$ cat src/rtl/mdc_pkg.sv
/*
 * Shared constants for the multiply, accumulate and divide coprocessor link.
 * Assumes both ends include this package before the interface and modules.
 */
package mdc_pkg;
    // Widths of the mode word and its two fields.
    localparam int MODE_W = 7;
    localparam int OUTSEL_LSB = 4;
    localparam int OUTSEL_W = 3;
    localparam int OPC_W = 4;
    // Operation codes held in mode bits 3 to 0.
    localparam logic [3:0] OPC_CLEAR = 4'h0;
    localparam logic [3:0] OPC_LOAD16 = 4'h1;
    localparam logic [3:0] OPC_LOAD32A = 4'h2;
    localparam logic [3:0] OPC_READ = 4'h3;
    localparam logic [3:0] OPC_MULU = 4'h4;
    localparam logic [3:0] OPC_MULS = 4'h5;
    localparam logic [3:0] OPC_MACU = 4'h6;
    localparam logic [3:0] OPC_MACS = 4'h7;
    localparam logic [3:0] OPC_DIVU = 4'h8;
    localparam logic [3:0] OPC_DIVS = 4'h9;
    localparam logic [3:0] OPC_LOAD32B = 4'ha;
    // Output selector values held in mode bits 6 to 4.
    localparam logic [2:0] SEL_A_LO = 3'h0;
    localparam logic [2:0] SEL_A_HI = 3'h1;
    localparam logic [2:0] SEL_B_LO = 3'h2;
    localparam logic [2:0] SEL_B_HI = 3'h3;
    // Reset values and flag patterns, ordered C V Z N.
    localparam logic [6:0] MODE_RST = 7'h00;
    localparam logic [31:0] RES_RST = 32'h0000_0000;
    localparam logic [3:0] FLAGS_CLEAR = 4'h0;
    localparam logic [3:0] FLAGS_OVF = 4'h4;
    // Division timing: 16 radix-4 steps plus one load cycle and sign fix.
    localparam int DIV_STEPS = 16;
    localparam logic [4:0] DIV_STEPS_M1 = 5'h0f;
    // Instruction kinds carried on the link.
    localparam logic [1:0] CMD_MODE = 2'h0;
    localparam logic [1:0] CMD_OPERATE = 2'h1;
    localparam logic [1:0] CMD_PRELOAD = 2'h2;
endpackage

$ cat src/rtl/mdc_link_if.sv
/*
 * Link between the processor end and the coprocessor end.
 * Assumes one shared clock; the testbench instantiates it and joins both ends.
 */
`timescale 1ns/1ps
interface mdc_link_if;
    logic req; // Instruction strobe from the processor, held until taken.
    logic [1:0] cmd; // Instruction kind.
    logic [15:0] op_first; // First operand (destination register value).
    logic [15:0] op_second; // Second operand or immediate.
    logic busy; // Coprocessor is holding off the processor.
    logic ack; // One-cycle pulse: result and flags are valid.
    logic [15:0] result; // Returned half-word.
    logic [3:0] flags; // Returned condition flags, C V Z N.
    modport dev (input req, cmd, op_first, op_second, output busy, ack, result, flags);
    modport cpu (output req, cmd, op_first, op_second, input busy, ack, result, flags);
endinterface

$ cat src/rtl/mdc_coproc.sv
/*
 * Coprocessor end: mode word, two 32-bit result registers, one-cycle multiply
 * and accumulate, and a radix-4 divider of 17 cycles per request.
 * Assumes the processor end holds req with stable operands until taken.
 */
// Summary of operation
// - Single-cycle 16x16 multiply, signed or unsigned.
// - Single-cycle multiply-accumulate with signed overflow detection.
// - 32/32 divide, quotient and remainder, 17-20 cycles.
// - Processor avoids divide overflow and divide-by-zero.
// - Mode write stores seven low operand bits.
// - Mode bits 6:4 pick returned half-word.
// - Clear, 16-bit, 32-bit A and B loads.
// - Codes 4-9 multiply, accumulate, divide; codes 11-15 reserved.
// - Code 3 returns selected half, no arithmetic.
// - Preload: first operand high, second low.
// - Multiply writes A, returns half, clears flags.
// - Divide: quotient to A, remainder to B.
// - Divide returns any selected quotient or remainder half.
// - Result registers hold until overwritten.
// - Multiply sequence: mode, operate, read.
// - Mode 0x13 then operate reads A high.
// - Divide sequence: preload dividend, mode, operate.
// - Remainder read through modes 0x23, 0x33.
// - Accumulate adds product into A.
// - Signed accumulate overflow gives flags 0100.
// - Overflow clears on any later operate, read included, or preload.
// - Read mode keeps registers, clears flags.
`timescale 1ns/1ps
module mdc_coproc
    import mdc_pkg::*;
(
    input wire logic i_sys_clk,
    input wire logic i_nrst,
    input wire logic i_ce,
    mdc_link_if.dev link,
    output logic [6:0] o_mode,
    output logic o_div_busy
);
    // Divider states.
    typedef enum logic [1:0] {
        MDC_IDLE = 2'b00,
        MDC_RUN = 2'b01,
        MDC_FIX = 2'b10
    } mdc_state_t;

    logic [6:0] mode_r; // Stored mode word.
    logic [31:0] res_a_r; // Result register A.
    logic [31:0] res_b_r; // Result register B.
    logic [3:0] flags_r; // Flags returned with the last answer.
    logic [15:0] out_r; // Returned half-word.
    logic ack_r; // Answer strobe.
    mdc_state_t state_r; // Divider state.
    logic [4:0] cnt_r; // Divider step counter.
    logic [31:0] quo_r; // Quotient being built, dividend bits shift out.
    logic [32:0] rem_r; // Partial remainder.
    logic [31:0] dvs_r; // Magnitude of the divisor.
    logic neg_q_r; // Quotient must be negated at the end.
    logic neg_r_r; // Remainder must be negated at the end.

    wire [3:0] opc = mode_r[3:0];
    wire [2:0] sel = mode_r[6:4];
    wire take = i_ce && link.req && (state_r == MDC_IDLE);
    wire is_op = take && (link.cmd == CMD_OPERATE);
    wire is_pre = take && (link.cmd == CMD_PRELOAD);
    wire is_mode = take && (link.cmd == CMD_MODE);
    wire is_signed = opc[0];

    // Product of the two operands, each extended by one bit: with its sign in signed modes, with zero otherwise.
    logic signed [33:0] prod;
    logic [31:0] mac_sum;
    logic mac_ovf;
    always_comb begin
        prod = $signed({is_signed & link.op_first[15], link.op_first})
             * $signed({is_signed & link.op_second[15], link.op_second});
        mac_sum = res_a_r + prod[31:0];
        // Overflow only in signed mode: like signs added give the other sign.
        mac_ovf = (opc == OPC_MACS) && (prod[31] == res_a_r[31])
                  && (mac_sum[31] != res_a_r[31]);
    end

    // Radix-4 division retires two quotient bits per cycle by two chained
    // restoring steps; a negative difference keeps the shifted remainder.
    logic [32:0] sh1, df1, rs1;
    logic [32:0] sh2, df2, rs2;
    logic qb1, qb2;
    always_comb begin
        sh1 = {rem_r[31:0], quo_r[31]};
        df1 = sh1 - {1'b0, dvs_r};
        qb1 = !df1[32];
        rs1 = qb1 ? df1 : sh1;
        sh2 = {rs1[31:0], quo_r[30]};
        df2 = sh2 - {1'b0, dvs_r};
        qb2 = !df2[32];
        rs2 = qb2 ? df2 : sh2;
    end

    // Mode word, written only by the mode-write instruction.
    always_ff @(posedge i_sys_clk or negedge i_nrst) begin
        if (!i_nrst) begin
            mode_r <= MODE_RST;
        end else if (is_mode) begin
            mode_r <= link.op_second[6:0];
        end
    end

    // Divider sequencer; its busy state holds off every new instruction.
    always_ff @(posedge i_sys_clk or negedge i_nrst) begin
        if (!i_nrst) begin
            state_r <= MDC_IDLE;
            cnt_r <= 5'h00;
            quo_r <= RES_RST;
            rem_r <= 33'h0_0000_0000;
            dvs_r <= RES_RST;
            neg_q_r <= 1'b0;
            neg_r_r <= 1'b0;
        end else if (i_ce) begin
            case (state_r)
                MDC_IDLE: begin
                    if (is_op && (opc == OPC_DIVU || opc == OPC_DIVS)) begin
                        // Signed operands are made positive first; no zero check.
                        neg_q_r <= is_signed && (res_a_r[31] ^ link.op_first[15]);
                        neg_r_r <= is_signed && res_a_r[31];
                        quo_r <= (is_signed && res_a_r[31]) ? -res_a_r : res_a_r;
                        dvs_r <= (is_signed && link.op_first[15])
                                 ? -{link.op_first, link.op_second}
                                 : {link.op_first, link.op_second};
                        rem_r <= 33'h0_0000_0000;
                        cnt_r <= 5'h00;
                        state_r <= MDC_RUN;
                    end
                end
                MDC_RUN: begin
                    rem_r <= rs2;
                    quo_r <= {quo_r[29:0], qb1, qb2};
                    cnt_r <= cnt_r + 5'h01;
                    if (cnt_r == DIV_STEPS_M1) begin
                        state_r <= MDC_FIX;
                    end
                end
                default: begin
                    state_r <= MDC_IDLE;
                end
            endcase
        end
    end

    // Result registers; anything not named here leaves them untouched.
    always_ff @(posedge i_sys_clk or negedge i_nrst) begin
        if (!i_nrst) begin
            res_a_r <= RES_RST;
            res_b_r <= RES_RST;
        end else if (i_ce) begin
            if (is_mode && link.op_second[3:0] == OPC_CLEAR) begin
                res_a_r <= RES_RST;
                res_b_r <= RES_RST;
            end else if (is_pre && opc == OPC_LOAD16) begin
                res_a_r <= {16'h0000, link.op_second};
            end else if (is_pre && opc == OPC_LOAD32A) begin
                res_a_r <= {link.op_first, link.op_second};
            end else if (is_pre && opc == OPC_LOAD32B) begin
                res_b_r <= {link.op_first, link.op_second};
            end else if (is_op && (opc == OPC_MULU || opc == OPC_MULS)) begin
                res_a_r <= prod[31:0];
            end else if (is_op && (opc == OPC_MACU || opc == OPC_MACS)) begin
                res_a_r <= mac_sum;
            end else if (state_r == MDC_FIX) begin
                res_a_r <= neg_q_r ? -quo_r : quo_r;
                res_b_r <= neg_r_r ? -rem_r[31:0] : rem_r[31:0];
            end
            // Otherwise both hold, including read mode.
        end
    end

    // Answer: selected half of the next register value, with flags.
    logic [31:0] a_next, b_next;
    always_comb begin
        a_next = res_a_r;
        b_next = res_b_r;
        if (is_op && (opc == OPC_MULU || opc == OPC_MULS)) begin
            a_next = prod[31:0];
        end else if (is_op && (opc == OPC_MACU || opc == OPC_MACS)) begin
            a_next = mac_sum;
        end else if (state_r == MDC_FIX) begin
            a_next = neg_q_r ? -quo_r : quo_r;
            b_next = neg_r_r ? -rem_r[31:0] : rem_r[31:0];
        end
    end

    // Codes 0-7 answer at once, divides in the fix cycle, codes 11-15 with the held half-word; code 10 gets no answer.
    wire op_ok = is_op && (opc <= OPC_MACS);
    wire op_valid = (op_ok || state_r == MDC_FIX) && (sel <= SEL_B_HI);
    always_ff @(posedge i_sys_clk or negedge i_nrst) begin
        if (!i_nrst) begin
            ack_r <= 1'b0;
            out_r <= 16'h0000;
            flags_r <= FLAGS_CLEAR;
        end else if (i_ce) begin
            ack_r <= op_ok || state_r == MDC_FIX || (is_op && opc > OPC_LOAD32B);
            if (op_valid) begin
                if (sel == SEL_A_LO) begin
                    out_r <= a_next[15:0];
                end else if (sel == SEL_A_HI) begin
                    out_r <= a_next[31:16];
                end else if (sel == SEL_B_LO) begin
                    out_r <= b_next[15:0];
                end else begin
                    out_r <= b_next[31:16];
                end
            end
            if (is_op && opc == OPC_MACS) begin
                flags_r <= mac_ovf ? FLAGS_OVF : FLAGS_CLEAR;
            end else if (is_op || is_pre) begin
                flags_r <= FLAGS_CLEAR;
            end
        end
    end

    assign link.busy = (state_r != MDC_IDLE);
    assign link.ack = ack_r && i_ce;
    assign link.result = out_r;
    assign link.flags = flags_r;
    assign o_mode = mode_r;
    assign o_div_busy = (state_r != MDC_IDLE);
endmodule

$ cat src/flat_wrapper.sv
// flat-port wrapper written by rule: the top's interface ports become plain ports
module mdc_coproc_flat import mdc_pkg::*;
  (i_sys_clk, i_nrst, i_ce, o_mode, o_div_busy, link_req, link_cmd, link_op_first, link_op_second, link_busy, link_ack, link_result, link_flags);
  mdc_link_if link_i ();
  input wire logic i_sys_clk;
  input wire logic i_nrst;
  input wire logic i_ce;
  output logic [6:0] o_mode;
  output logic o_div_busy;
  input wire logic [$bits(link_i.req)-1:0] link_req;
  input wire logic [$bits(link_i.cmd)-1:0] link_cmd;
  input wire logic [$bits(link_i.op_first)-1:0] link_op_first;
  input wire logic [$bits(link_i.op_second)-1:0] link_op_second;
  output wire logic [$bits(link_i.busy)-1:0] link_busy;
  output wire logic [$bits(link_i.ack)-1:0] link_ack;
  output wire logic [$bits(link_i.result)-1:0] link_result;
  output wire logic [$bits(link_i.flags)-1:0] link_flags;
  assign link_i.req = link_req;
  assign link_i.cmd = link_cmd;
  assign link_i.op_first = link_op_first;
  assign link_i.op_second = link_op_second;
  assign link_busy = link_i.busy;
  assign link_ack = link_i.ack;
  assign link_result = link_i.result;
  assign link_flags = link_i.flags;
  mdc_coproc u_core (.i_sys_clk(i_sys_clk), .i_nrst(i_nrst), .i_ce(i_ce), .link(link_i), .o_mode(o_mode), .o_div_busy(o_div_busy));
endmodule
$ cat config.mk
export PLATFORM = sky130hd
export DESIGN_NAME = mdc_coproc_flat
export DESIGN_NICKNAME = d
export VERILOG_FILES = /design/src/rtl/mdc_pkg.sv /design/src/rtl/mdc_link_if.sv /design/src/rtl/mdc_coproc.sv /design/src/flat_wrapper.sv
export SDC_FILE = /design/constraint.sdc
export NUM_CORES = 2
export LEC_CHECK = 0
export BUFFER_PORTS_ARGS = -buffer_cell sky130_fd_sc_hd__buf_4
export CELL_PAD_IN_SITES_DETAIL_PLACEMENT = 1
export CELL_PAD_IN_SITES_GLOBAL_PLACEMENT = 2
export CORE_MARGIN = 10
export CORE_UTILIZATION = 40
export CTS_CLUSTER_DIAMETER = 100
export DETAILED_ROUTE_END_ITERATION = 8
export PLACE_DENSITY_LB_ADDON = 0.1
export SETUP_SLACK_MARGIN = 0.5
export SLEW_MARGIN = 20
export SYNTH_ARGS = -nofsm -noshare
export SYNTH_HDL_FRONTEND = slang
export SYNTH_SLANG_ARGS = --single-unit
$ cat constraint.sdc
create_clock -name i_sys_clk -period 11.05 [get_ports i_sys_clk]
set_input_delay 0.5525 -clock i_sys_clk [delete_from_list [all_inputs] [get_ports i_sys_clk]]
set_output_delay 0.5525 -clock i_sys_clk [all_outputs]
set_load 0.01 [all_outputs]
Yosys cells after proc, flatten, opt, wreduce, memory -nomap -nowiden
Index checks and enable logic that the tools add are counted.
- register bits: 197
- bits of input ports: 38
- output and inout bits: 30
- add/sub/neg operators: 8
- $mul: 1
- $lt $le $gt $ge: 3
- equal/unequal tests: 23
- mux-type cells: 35
- bitwise gates (word level): 3
- reduce and logical (&&, ||, !) cells: 44
- operators with widths (cell ; count):
    32-bit 2-to-1 mux ; 22
    32-bit negator ; 4
    32-bit one-hot mux with 2 select lines ; 2
    33-bit by 32-bit subtractor with 33-bit output ; 2
    16-bit 2-to-1 mux ; 3
    32-bit adder ; 1
    17-bit by 17-bit multiplier with 32-bit output ; 1
    1-bit logical AND ; 22
    4-bit by 3-bit == test with 1-bit output, second input constant ; 4
    4-bit == test, second input constant ; 3
    3-bit AND reduction ; 4
    5-bit one-hot mux with 2 select lines ; 1
    4-bit 2-to-1 mux ; 2
    1-bit logical OR ; 6
    2-bit by 1-bit inequality test with 1-bit output, second input constant ; 3
    2-bit AND reduction ; 3
    2-bit nonzero test ; 3
    5-bit by 1-bit adder with 5-bit output, second input constant ; 1
    5-bit by 4-bit == test with 1-bit output, second input constant ; 1
    5-bit 2-to-1 mux ; 1
    2-bit by 1-bit == test with 1-bit output, second input constant ; 2
    2-bit == test, second input constant ; 2
    4-bit by 1-bit == test with 1-bit output, second input constant ; 1
    4-bit by 2-bit == test with 1-bit output, second input constant ; 1
    18 further kinds ; 22

Logic depth before layout (Yosys ltp)
- word-level depth: 10
- mapped depth: 36

Worst setup path after synthesis
Ideal clock, no wire load.
- kind: input-to-reg
- start point: in link_op_first[15]
- end point: reg u_core.res_a_r[28]
- arrival time: 8.423 ns
- data required time: 10.918 ns
- slack: 2.495 ns
- stages: 34
- cells stage by stage: clkbuf_1 -> and2_1 -> clkbuf_1 -> clkbuf_1 -> nand2_1 -> fa_1 -> inv_1 -> fa_1 -> inv_1 -> fa_1 -> inv_1 -> fa_1 -> fa_1 -> inv_1 -> fa_1 -> inv_1 -> ha_1 -> o21ai_0 -> a21oi_1 -> nand3_1 -> o21ai_0 -> nor2_1 -> xnor2_1 -> ha_1 -> a21o_1 -> a2111oi_0 -> o31ai_1 -> o21ba_2 -> o31ai_1 -> a31oi_1 -> mux2_2 -> o21a_1 -> a221oi_1 -> o21ai_0
- cells in the longest elaborated chain, start to end: 9
- RTL lines (what ; line ; text):
    from (decl) ; flat_wrapper.sv:12 ; input wire logic [$bits(link_i.op_first)-1:0] link_op_first;
    1-bit AND ; mdc_coproc.sv:74 ; prod = $signed({is_signed & link.op_first[15], link.op_first})
    17-bit by 17-bit multiplier with 32-bit output * ; mdc_coproc.sv:75 ; * $signed({is_signed & link.op_second[15], link.op_second});
    32-bit adder ; mdc_coproc.sv:76 ; mac_sum = res_a_r + prod[31:0];
    32-bit 2-to-1 mux ; mdc_coproc.sv:165 ; end else if (is_op && (opc == OPC_MACU || opc == OPC_MACS)) begin
    32-bit 2-to-1 mux * ; mdc_coproc.sv:163 ; end else if (is_op && (opc == OPC_MULU || opc == OPC_MULS)) begin
    32-bit 2-to-1 mux * ; mdc_coproc.sv:161 ; end else if (is_pre && opc == OPC_LOAD32B) begin
    32-bit 2-to-1 mux * ; mdc_coproc.sv:159 ; end else if (is_pre && opc == OPC_LOAD32A) begin
    32-bit 2-to-1 mux * ; mdc_coproc.sv:157 ; end else if (is_pre && opc == OPC_LOAD16) begin
    32-bit 2-to-1 mux * ; mdc_coproc.sv:154 ; if (is_mode && link.op_second[3:0] == OPC_CLEAR) begin
    to (signal assigned) ; mdc_coproc.sv:158 ; res_a_r <= {16'h0000, link.op_second};
    to (signal assigned) ; mdc_coproc.sv:160 ; res_a_r <= {link.op_first, link.op_second};
    to (signal assigned) ; mdc_coproc.sv:164 ; res_a_r <= prod[31:0];
    to (decl) ; mdc_coproc.sv:48 ; logic [31:0] res_a_r;
Mark *: on every way between the ends. The rest lies on a longest branch, timed or not. The select of a mux whose other input is x is not followed.
A chain may end at the register's enable or synchronous reset.

Worst setup path in the final report
- start point: reg u_core.mode_r[0], in the netlist u_core.o_mode[0]
- end point: reg u_core.res_a_r[28]
- cells in the longest elaborated chain, start to end: 9
- RTL lines (what ; line ; text):
    from (decl) ; mdc_coproc.sv:47 ; logic [6:0] mode_r;
    from (signal assigned) ; mdc_coproc.sv:103 ; mode_r <= link.op_second[6:0];
    1-bit AND, or another cell as far along ; mdc_coproc.sv:74 ;
    17-bit by 17-bit multiplier with 32-bit output or 1-bit logical OR (tied branches) ; mdc_coproc.sv:75, mdc_coproc.sv:165 ;
    32-bit adder or 1-bit logical AND (tied branches) ; mdc_coproc.sv:76, mdc_coproc.sv:165 ;
    32-bit 2-to-1 mux ; mdc_coproc.sv:165 ;
    32-bit 2-to-1 mux ; mdc_coproc.sv:163 ;
    32-bit 2-to-1 mux ; mdc_coproc.sv:161 ;
    32-bit 2-to-1 mux ; mdc_coproc.sv:159 ;
    32-bit 2-to-1 mux ; mdc_coproc.sv:157 ;
    32-bit 2-to-1 mux ; mdc_coproc.sv:154 ;
Several ways; a longest one is shown, not always the timed one. The select of a mux whose other input is x is not followed.

==> run_results.csv <==
group,metric,value,unit
run_status,status,"finished, final reports clean",
grt,grt_usage,28.7,%
critical_path,crit_start,"u_core.o_mode[0]",
layout,layout.cells.most_common_list,"nand2_1, inv_1, o21ai_0, fa_1, a21oi_1",
critical_path,cp.arrival,9990,ps
grt,grt_pass1_wl,180000,um
yosys,syn_inst,3540,
critical_path,worstSetupPathType,"reg -> reg",
cts,root_buffer,"clkbuf_16",
yosys,yosys-top-cells-area,"fa_1, dfrtp_1, ha_1",
die,io_pins,68,
placed_design,pre_cts_ws,1350,ps
yosys,yosysWarnings,0,
sta,layout_setup_ws,1440,ps
sta,min_period,9610,ps
die,rows,97,
yosys,syn_avg_cell_area,8.07,sq um
layout,layout.nets,3975,
layout,num-fill-cells,8472,
die,core-area,0.0704,sq mm
grt,grt_antenna_before_repair,5,
routing,wire_per_inst,26.5,um
routing,ant_nets,0,
yosys,synthArstFlopShare,100,%
routing,dr.pass1.iters,6,
layout,n_antenna_cell,0,
sta,max_clock_freq,0.104,GHz
grt,grt_max_degree,71,
cts,cts_setup_buffers,0,
critical_path,slowest_stage,"and2_1",
cts,clock_path_buffers,2,
die,start_util,40.6,%
sta,hold_violations,0,
critical_path,r2r_start,"u_core.o_mode[0]",
sta,timing.hold.ws,44.2,ps
critical_path,cp_data_required_time,11430,ps
cts,clkLatencyLatePin,520,ps
cts,cts_made_buffers,17,
sta,period_share,87.0,%
critical_path,critPathLaunchType,"flop",
critical_path,cpPeakStageDelay,680,ps
cts,htreeDepth,4,
yosys,yosysSeqAreaShare,17.0,%
routing,dr_total_vias,26236,
routing,drt_wl_total,117000,um
yosys,synth_ff_type,"dfrtp_1",
cts,clkTransAtPathRegs,90,ps
layout,syn2layout_area_growth,6.31,%
sta,fin_skew,22.1,ps
critical_path,reg2reg_to,"u_core.res_a_r[28]",
cts,holdBufCountCts,0,
sta,worst_pin_slew,1080,ps
job,cap_violations,0,
layout,regArea,0.00485,sq mm
critical_path,crit_end,"u_core.res_a_r[28]",
sta,fin_tns_setup,0,ps
yosys,yosysTopAreaCell,"fa_1",
routing,route.detailed.drc,0,
grt,grt_pass1_vias,28403,
critical_path,crit_fanout,19,
cts,cts_sinks,194,
layout,multiInputGateArea,0.0215,sq mm
sta,slew_headroom,27.6,%
critical_path,end_kind,"flop",
yosys,netlist_area,0.0286,sq mm
sta,maxSlewViolCount,0,
cts,tritoncts,"built",
die,dieArea,0.0825,sq mm
routing,drt_iter0_drc,1735,
yosys,synth_edf_count,0,
critical_path,r2r_cells,31,
sta,setup_viol,0,
critical_path,crit_top_cell,"fa_1",
sta,grt_setup_unrepaired,"false",
grt,overflow,0,
placed_design,hpwl,90500,um
placed_design,port_buffers,64,
die,die-width,287,um
yosys,ys_types,86,
layout,layout_commonest_cell,"nand2_1",
critical_path,r2r_setup_slack,1440,ps
placed_design,gp_congestion,0.937,
layout,drive_above_1_share,5.78,%
routing,vias_per_cell,5.94,
yosys,ys_seq_elements,194,
die,die_h,287,um
cts,ctsResizeCount,0,
hold_path,hp-class,"in -> async",
yosys,synth_top_cell_area_share,20.0,%
## synth_stat cells, drive strengths merged (17+ instances only)
cell type	count
buf	25
mux2i	37
nand2b	28
a21oi	223
xnor2	112
clkbuf	172
nor2	221
dfrtp	194
inv	399
nand3	26
a31oi	20
o22ai	30
o31ai	48
ha	185
mux2	26
a211oi	34
nand2	456
a21o	55
nand4	17
o21a	28
and2	151
o21ai	293
o211ai	38
o21bai	17
fa	285
nor4	17
xor2	113
nor3	63
or3	19
## registers in the layout (all words and copies together) (netlist names)
register	cells
u_core.link.flags	1
u_core.state_r	2
u_core.link.result	16
u_core.quo_r	32
u_core.neg_q_r	1
u_core.cnt_r	5
u_core.neg_r_r	1
u_core.dvs_r	32
u_core.res_a_r	32
u_core.rem_r	32
u_core.res_b_r	32
u_core.ack_r	1
u_core.o_mode	7
## worst max-delay path, delay by kind of cell (launching register included)
| family | cells | cell delay, ps |
|---|---|---|
| AO/OA/AOI/OAI | 12 | 2980 |
| XOR/XNOR | 1 | 250 |
| adder cells (fa/ha/maj) | 8 | 3800 |
| buffers and inverters | 5 | 270 |
| flip-flops | 1 | 670 |
| multiplexers | 1 | 360 |
| AND/OR/NAND/NOR | 4 | 1110 |
## per-layer routing
layer,GRT usage [%],routed length (um),up-vias
met5,0,13,-
met4,10.5,4490,2
met3,3.49,4970,216
met1,35.2,49000,13578
met2,50.8,58800,671
li1,-,-,11769
## stage by stage
stage / util (%) / std cells / cell area [sq um]
2_1_floorplan: - / 3542 / 28600
3_3_place_gp: 42.3 / 4388 / 29800
3_5_place_dp: 42.3 / 4388 / 29800
4_1_cts: 43.2 / 4420 / 30400
5_1_grt: 43.2 / 4420 / 30400
6_report: 43.2 / 4420 / 30400
## worst min path at each step
stage                     depth (start not counted)  slack [ps]          startpoint            endpoint
after global placement                            2         460  u_core.res_b_r[28]  u_core.res_b_r[28]
final                                             1          40              i_nrst    u_core.rem_r[30]
after CTS                                         1          60              i_nrst    u_core.rem_r[30]
after detailed placement                          2         470  u_core.res_b_r[13]  u_core.res_b_r[13]
after floorplan                                   0         260              i_nrst        u_core.ack_r
after global routing                              1          80              i_nrst    u_core.rem_r[31]
## cell families after synthesis
| group | share of synthesized area (%) |
|---|---|
| AO/OA/AOI/OAI | 20.0 |
| adder cells (fa/ha/maj) | 28.1 |
| multiplexers | 2.32 |
| XOR/XNOR | 6.96 |
| buffers and inverters | 7.97 |
| AND/OR/NAND/NOR | 17.7 |
| other | 0.0131 |
| flip-flops | 17.0 |
## area by class of cell
| class | count | area share, % |
|---|---|---|
| Inverter | 399 | 4.93 |
| Sequential cell | 194 | 16.0 |
| Multi-Input combinational cell | 2752 | 70.8 |
| Timing Repair Buffer | 103 | 2.57 |
| Tap cell | 940 | 3.87 |
| Clock buffer | 20 | 1.47 |
| Clock inverter | 12 | 0.420 |
Power is left out: the tool's default activity adds up to more than one toggle a clock period on the data nets, which glitch-free logic cannot reach.
